[config.mk]
export PLATFORM = sky130hd
export DESIGN_NAME = dcl_top
export DESIGN_NICKNAME = d
export VERILOG_FILES = /design/src/core/dcl_pkg.sv /design/src/core/dcl_top.sv
export SDC_FILE = /design/constraint.sdc
export NUM_CORES = 1
export LEC_CHECK = 0
export BUFFER_PORTS_ARGS = -buffer_cell sky130_fd_sc_hd__buf_2
export CAP_MARGIN = 20
export CORE_AREA = 2 2 73 75
export CTS_BUF_LIST = sky130_fd_sc_hd__clkbuf_4
export CTS_CLUSTER_SIZE = 30
export DETAILED_ROUTE_END_ITERATION = 16
export DIE_AREA = 0 0 75 77
export GPL_TIMING_DRIVEN = 0
export PLACE_DENSITY = 0.78
export REMOVE_ABC_BUFFERS = 1
export SYNTH_ARGS = -nofsm -noshare
export SYNTH_HDL_FRONTEND = slang
export SYNTH_SLANG_ARGS = --single-unit
[constraint.sdc]
create_clock -name core_clk -period 1.3 [get_ports core_clk]
set_input_delay 0.26 -clock core_clk [delete_from_list [all_inputs] [get_ports core_clk]]
set_output_delay 0.26 -clock core_clk [all_outputs]
set_load 0.01 [all_outputs]
[src/core/dcl_pkg.sv]
// package for the converter control block: register map, field layout,
// reset values, bus response codes and the analog core control struct.
// assumes a single peripheral clock domain and an axi4-lite register bus.
package dcl_pkg;
    // ==========================================================
    // register map (printed offsets are not multiples of four,
    // so they are indices and the byte address is index times four)
    localparam logic [7:0] DCL_IDX_CONTROL = 8'h00;
    localparam logic [7:0] DCL_IDX_CODE    = 8'h01;
    localparam int         DCL_ADDR_W      = 4;
    localparam logic [3:0] DCL_ADDR_CONTROL = 4'h0;
    localparam logic [3:0] DCL_ADDR_CODE    = 4'h4;
    // ==========================================================
    // control field positions
    localparam int DCL_BIT_ENABLE  = 0;
    localparam int DCL_BIT_PINBUF  = 6;
    localparam int DCL_BIT_STANDBY = 7;
    localparam logic [7:0] DCL_CONTROL_MASK  = 8'hc1;
    localparam logic [7:0] DCL_CONTROL_RESET = 8'h00;
    localparam logic [7:0] DCL_CODE_RESET    = 8'h00;
    // ==========================================================
    // axi response codes
    localparam logic [1:0] DCL_RESP_OKAY   = 2'h0;
    localparam logic [1:0] DCL_RESP_SLVERR = 2'h2;
    // ==========================================================
    // analog core controls grouped together
    typedef struct packed {
        logic       core_enable;
        logic       pin_buffer_enable;
        logic       internal_route;
        logic       conversion_start;
        logic [7:0] code;
    } dcl_core_t;
endpackage : dcl_pkg

[src/core/dcl_top.sv]
// converter control logic: axi4-lite register slave, conversion trigger,
// enables for the core and the pin buffer, sleep gating.
// assumes sleep mode inputs come from the power manager on core_clk.
`timescale 1ns/1ps
`default_nettype none
module dcl_top
    import dcl_pkg::*;
(
    input  wire logic                  core_clk,
    input  wire logic                  rst_n,
    input  wire logic                  sleep_standby,
    input  wire logic                  sleep_powerdown,
    input  wire logic                  clk_per_present,
    input  wire logic                  debug_halt,
    input  wire logic [DCL_ADDR_W-1:0] s_axi_awaddr,
    input  wire logic [2:0]            s_axi_awprot,
    input  wire logic                  s_axi_awvalid,
    output logic                       s_axi_awready,
    input  wire logic [31:0]           s_axi_wdata,
    input  wire logic [3:0]            s_axi_wstrb,
    input  wire logic                  s_axi_wvalid,
    output logic                       s_axi_wready,
    output logic [1:0]                 s_axi_bresp,
    output logic                       s_axi_bvalid,
    input  wire logic                  s_axi_bready,
    input  wire logic [DCL_ADDR_W-1:0] s_axi_araddr,
    input  wire logic [2:0]            s_axi_arprot,
    input  wire logic                  s_axi_arvalid,
    output logic                       s_axi_arready,
    output logic [31:0]                s_axi_rdata,
    output logic [1:0]                 s_axi_rresp,
    output logic                       s_axi_rvalid,
    input  wire logic                  s_axi_rready,
    output dcl_core_t                  core_ctl
);
    // ==========================================================
    // write channel capture: address and data held until both seen
    logic                  aw_held_r;
    logic                  w_held_r;
    logic [DCL_ADDR_W-1:0] aw_addr_r;
    logic [31:0]           w_data_r;
    logic                  w_strb0_r;
    logic                  wr_fire;
    logic [DCL_ADDR_W-1:0] wr_addr;
    logic [31:0]           wr_data;
    logic                  wr_strb0;

    // accept each channel once, no new write while a response is pending
    always_ff @(posedge core_clk or negedge rst_n)
    begin
        if (!rst_n)
        begin
            aw_held_r <= 1'b0;
            aw_addr_r <= '0;
        end
        else if (wr_fire)
            aw_held_r <= 1'b0;
        else if (s_axi_awvalid && s_axi_awready)
        begin
            aw_held_r <= 1'b1;
            aw_addr_r <= s_axi_awaddr;
        end
    end

    always_ff @(posedge core_clk or negedge rst_n)
    begin
        if (!rst_n)
        begin
            w_held_r  <= 1'b0;
            w_data_r  <= '0;
            w_strb0_r <= 1'b0;
        end
        else if (wr_fire)
            w_held_r <= 1'b0;
        else if (s_axi_wvalid && s_axi_wready)
        begin
            w_held_r  <= 1'b1;
            w_data_r  <= s_axi_wdata;
            w_strb0_r <= s_axi_wstrb[0];
        end
    end

    // ready is registered so outputs come straight from flops
    always_ff @(posedge core_clk or negedge rst_n)
    begin
        if (!rst_n)
        begin
            s_axi_awready <= 1'b0;
            s_axi_wready  <= 1'b0;
        end
        else
        begin
            s_axi_awready <= !aw_held_r && !(s_axi_awvalid && s_axi_awready)
                             && !s_axi_bvalid && !wr_fire;
            s_axi_wready  <= !w_held_r && !(s_axi_wvalid && s_axi_wready)
                             && !s_axi_bvalid && !wr_fire;
        end
    end

    // a write fires in the same cycle that both halves are held
    assign wr_fire  = aw_held_r && w_held_r;
    assign wr_addr  = aw_addr_r;
    assign wr_data  = w_data_r;
    assign wr_strb0 = w_strb0_r;

    logic wr_hit_ctl;
    logic wr_hit_code;
    logic wr_mapped;
    assign wr_mapped   = (wr_addr == DCL_ADDR_CONTROL)
                         || (wr_addr == DCL_ADDR_CODE);
    assign wr_hit_ctl  = wr_fire && wr_strb0 && (wr_addr == DCL_ADDR_CONTROL);
    assign wr_hit_code = wr_fire && wr_strb0 && (wr_addr == DCL_ADDR_CODE);

    // write response; unmapped addresses answer slverr
    always_ff @(posedge core_clk or negedge rst_n)
    begin
        if (!rst_n)
        begin
            s_axi_bvalid <= 1'b0;
            s_axi_bresp  <= DCL_RESP_OKAY;
        end
        else if (wr_fire)
        begin
            s_axi_bvalid <= 1'b1;
            s_axi_bresp  <= wr_mapped ? DCL_RESP_OKAY : DCL_RESP_SLVERR;
        end
        else if (s_axi_bready)
            s_axi_bvalid <= 1'b0;
    end

    // ==========================================================
    // registers
    logic [7:0] control_r;
    logic [7:0] code_r;

    // reserved bits are masked off so they never store
    always_ff @(posedge core_clk or negedge rst_n)
    begin
        if (!rst_n)
            control_r <= DCL_CONTROL_RESET;
        else if (wr_hit_ctl)
            control_r <= wr_data[7:0] & DCL_CONTROL_MASK;
    end

    always_ff @(posedge core_clk or negedge rst_n)
    begin
        if (!rst_n)
            code_r <= DCL_CODE_RESET;
        else if (wr_hit_code)
            code_r <= wr_data[7:0];
    end

    // ==========================================================
    // read channel: one read at a time, answer one cycle after address
    always_ff @(posedge core_clk or negedge rst_n)
    begin
        if (!rst_n)
        begin
            s_axi_arready <= 1'b0;
            s_axi_rvalid  <= 1'b0;
            s_axi_rdata   <= '0;
            s_axi_rresp   <= DCL_RESP_OKAY;
        end
        else if (s_axi_arvalid && s_axi_arready)
        begin
            s_axi_arready <= 1'b0;
            s_axi_rvalid  <= 1'b1;
            s_axi_rresp   <= DCL_RESP_OKAY;
            if (s_axi_araddr == DCL_ADDR_CONTROL)
                s_axi_rdata <= {24'h000000, control_r};
            else if (s_axi_araddr == DCL_ADDR_CODE)
                s_axi_rdata <= {24'h000000, code_r};
            else
            begin
                s_axi_rdata <= '0;
                s_axi_rresp <= DCL_RESP_SLVERR;
            end
        end
        else if (s_axi_rvalid)
        begin
            if (s_axi_rready)
                s_axi_rvalid <= 1'b0;
        end
        else
            s_axi_arready <= 1'b1;
    end

    // ==========================================================
    // sleep gating: debug halt is deliberately not an input to any term
    logic en_bit;
    logic pin_bit;
    logic stby_bit;
    logic sleep_off;
    logic run_ok;
    logic run_prev_r;
    assign en_bit   = control_r[DCL_BIT_ENABLE];
    assign pin_bit  = control_r[DCL_BIT_PINBUF];
    assign stby_bit = control_r[DCL_BIT_STANDBY];
    // standby stops unless kept running with the clock present
    assign sleep_off = sleep_powerdown
                       || (sleep_standby
                           && !(stby_bit && clk_per_present));
    assign run_ok    = en_bit && !sleep_off;

    always_ff @(posedge core_clk or negedge rst_n)
    begin
        if (!rst_n)
            run_prev_r <= 1'b0;
        else
            run_prev_r <= run_ok;
    end

    // a start pulse on enable rising, data write while on, or wake
    logic start_nxt;
    assign start_nxt = (wr_hit_code && en_bit && !sleep_off)
                       || (run_ok && !run_prev_r);

    always_ff @(posedge core_clk or negedge rst_n)
    begin
        if (!rst_n)
            core_ctl <= '0;
        else
        begin
            core_ctl.core_enable       <= run_ok;
            core_ctl.pin_buffer_enable <= run_ok && pin_bit;
            core_ctl.internal_route    <= run_ok;
            core_ctl.conversion_start  <= start_nxt;
            core_ctl.code              <= wr_hit_code ? wr_data[7:0]
                                                      : code_r;
        end
    end
endmodule : dcl_top
`default_nettype wire

==> qor.csv <==
stage,metric,value,unit
status,status,"finished, violations left",
grt,grt-ovfl-total,0,
finish,fillers,482,
cts,cts_root_buffer,clkbuf_4,
yosys,synth_seq_area_share,56.8,%
sta,rsz0062_at_grt,yes,
cts,clk_latency,0.35,ns
cts,cts.sinks,44,
yosys,synth_top_area_share,56.8,%
detailed_routing,drt_first_pass_iters,4,
yosys,avgSynthCellArea,13.5,sq um
placed_design,preCtsSetupSlack,-0.286,ns
cts,cts.clk_slew.worst_paths,0.12,ns
worst_setup_path,start_kind,flop,
worst_setup_path,crit_fanout,5,
finish,drive_above_1_share,48.5,%
worst_setup_path,crit_type,flop to flop,
grt,antenna_found_initial,0,
worst_setup_path,crit_chain,nor3_4 > and4_4 > mux2_4,
pwr,power_density,1810,mW/mm^2
sta,fmax,687,MHz
grt,grt_usage,13.3,%
detailed_routing,drc,0,
pwr,p_leak,1.23,nW
floorplanning,num_rows,26,
yosys,synth_area_leader_cell,dfrtp_1,
placed_design,place_congestion,0.707,
finish,area_growth,21.2,%
finish,multi_input_area,771,sq um
status,violations,setup timing,
cts,cts_made_buffers,5,
finish,nets,267,
sta,hold_violations,0,
floorplanning,start_util,39.0,%
sta,fin_ws,-0.156,ns
pwr,total_power,4.26,mW
finish,final_common_cell,buf_2,
cts,cts_hold_buf,0,
cts,clk_path_buf_depth,2,
cts,cts_max_level,2,
grt,grt_pass1_wl,5820,um
detailed_routing,avgRoutedWirePerCell,13.1,um
min_path,holdCritPathClass,input port to async pin,
grt,grt_max_degree,45,
yosys,mappedNetlistArea,0.00194,sq mm
placed_design,hpwl,2510,um
grt,first_global_vias,1213,
detailed_routing,ant_nets,0,
worst_setup_path,max_stage_delay,0.43,ns
sta,slew_headroom,35.8,%
finish,seq_area,0.00110,sq mm
worst_setup_path,cp.arrival,1.70,ns
worst_setup_path,cp_slowest_cell,dfrtp_1,
floorplanning,die_area,0.00578,sq mm
yosys,yosysUniqueCellTypes,26,
floorplanning,die_h,77,um
yosys,postSynthCellCount,144,
sta,fin_crit,1.46,ns
sta,slew_violations,0,
sta,hold_slack,0.0486,ns
cts,cts_tree,yes,
detailed_routing,drtIter0Drc,40,
sta,tightest_slew,0.963,ns
worst_setup_path,end_kind,flop,
placed_design,io_buffers,53,
yosys,netlist_top_cells_area,"dfrtp_1, buf_4, mux2_2",
floorplanning,pin_count,114,
finish,final_cell_mix,"buf_2, dfrtp_1, conb_1",
detailed_routing,route.vias.total,1204,
floorplanning,coreArea,0.00498,sq mm
sta,skew,0.00642,ns
yosys,synth-seq-cells,44,
worst_setup_path,cp.required,1.54,ns
floorplanning,die_width,75,um
pwr,vdd_ir_drop_max,0.00108,V
sta,final.period_utilization,112,%
detailed_routing,vias_per_cell,4.36,
detailed_routing,totalWireLength,3610,um
job,cap_viol_max_count,0,
yosys,synth_warnings,0,
finish,antenna_cells,0,
sta,setup_violations,11,
## final timing paths
check | startpoint | to | slack (ns) | depth (start not counted)
hold reg to reg | s_axi_rdata[7] | s_axi_rdata[7] | 0.48 | 2
min in group core_clk | s_axi_bready | s_axi_bvalid | 0.07 | 2
hold / removal | rst_n | s_axi_wready | 0.05 | 1
setup reg to reg | aw_addr_r[3] | code_r[2] | -0.16 | 3
setup / recovery | aw_addr_r[3] | code_r[2] | -0.16 | 3
max in group asynchronous | rst_n | s_axi_rdata[2] | 0.66 | 1
## flip-flops by register name, indices dropped and copies added, names as in the netlist
register,count
s_axi_wready,1
aw_addr_r,4
s_axi_awready,1
w_strb0_r,1
s_axi_rdata,8
w_held_r,1
control_r,3
s_axi_bresp,1
code_r,8
w_data_r,8
aw_held_r,1
s_axi_bvalid,1
core_ctl,3
s_axi_rvalid,1
s_axi_arready,1
s_axi_rresp,1
## worst max-delay path: cells and delay by family (launching register included)
kind             cells  cell delay [ns]
flip-flops           1             0.43
AND/OR/NAND/NOR      2             0.60
multiplexers         1             0.31
## layer usage
metal	wire length (um)	up-vias	track usage, %
li1	-	570	-
met1	1550	581	15.9
met2	1720	48	21.8
met3	280	5	5.12
met4	53	0	4.29
met5	0	-	0
## report_power, final
group	total (mW)	internal, mW	switching (mW)	leakage, nW
sequential	2.18	1.82	0.352	0.563
combinational	1.45	0.856	0.599	0.631
clock	0.624	0.221	0.403	0.0315
## cell usage after synthesis
cell	number
buf_12	1
conb_1	1
nor2_1	2
mux2i_1	5
o21a_1	2
inv_1	3
a21oi_1	1
and4_4	1
o21ai_0	3
nand2_1	9
dfrtp_1	44
a22o_1	5
buf_4	28
nand2b_1	1
mux2_4	8
nor3_1	1
mux2_2	17
and4b_1	1
a211oi_1	2
and2_4	1
clkbuf_1	1
o31ai_1	3
and2_1	1
or3_4	1
nand3_1	1
nor2_2	1
## cell families after synthesis
group / synth area share [%]
multiplexers: 18.6
AND/OR/NAND/NOR: 5.74
AO/OA/AOI/OAI: 6.00
flip-flops: 56.8
buffers and inverters: 12.6
other: 0.193
## metrics by stage
step / setup TNS, ns / utilization [%] / instances / cell area, sq um
floorplan: -0.992 / - / 139 / 1800
global placement: -4.96 / 43.2 / 262 / 2150
detailed placement: -5.72 / 43.2 / 262 / 2150
CTS: -1.35 / 46.1 / 276 / 2290
global route: -2.08 / 47.2 / 276 / 2350
finish: -1.44 / 47.2 / 276 / 2350
## repair_timing
item | in CTS | in global routing
endpoints found under the setup margin | 25 | 26
pin swaps | 3 | 5
buffers inserted | 6 | 0
gates resized for setup | 7 | 15
cloned | 1 | 0
## cell type report
cell class | count | share of cell area (%)
Sequential cell | 44 | 46.8
Clock inverter | 1 | 0.213
Clock buffer | 6 | 1.92
Inverter | 3 | 0.479
Timing Repair Buffer | 59 | 14.1
Multi-Input combinational cell | 93 | 32.8
Tap cell | 70 | 3.73
(Power assumes the default switching activity.)
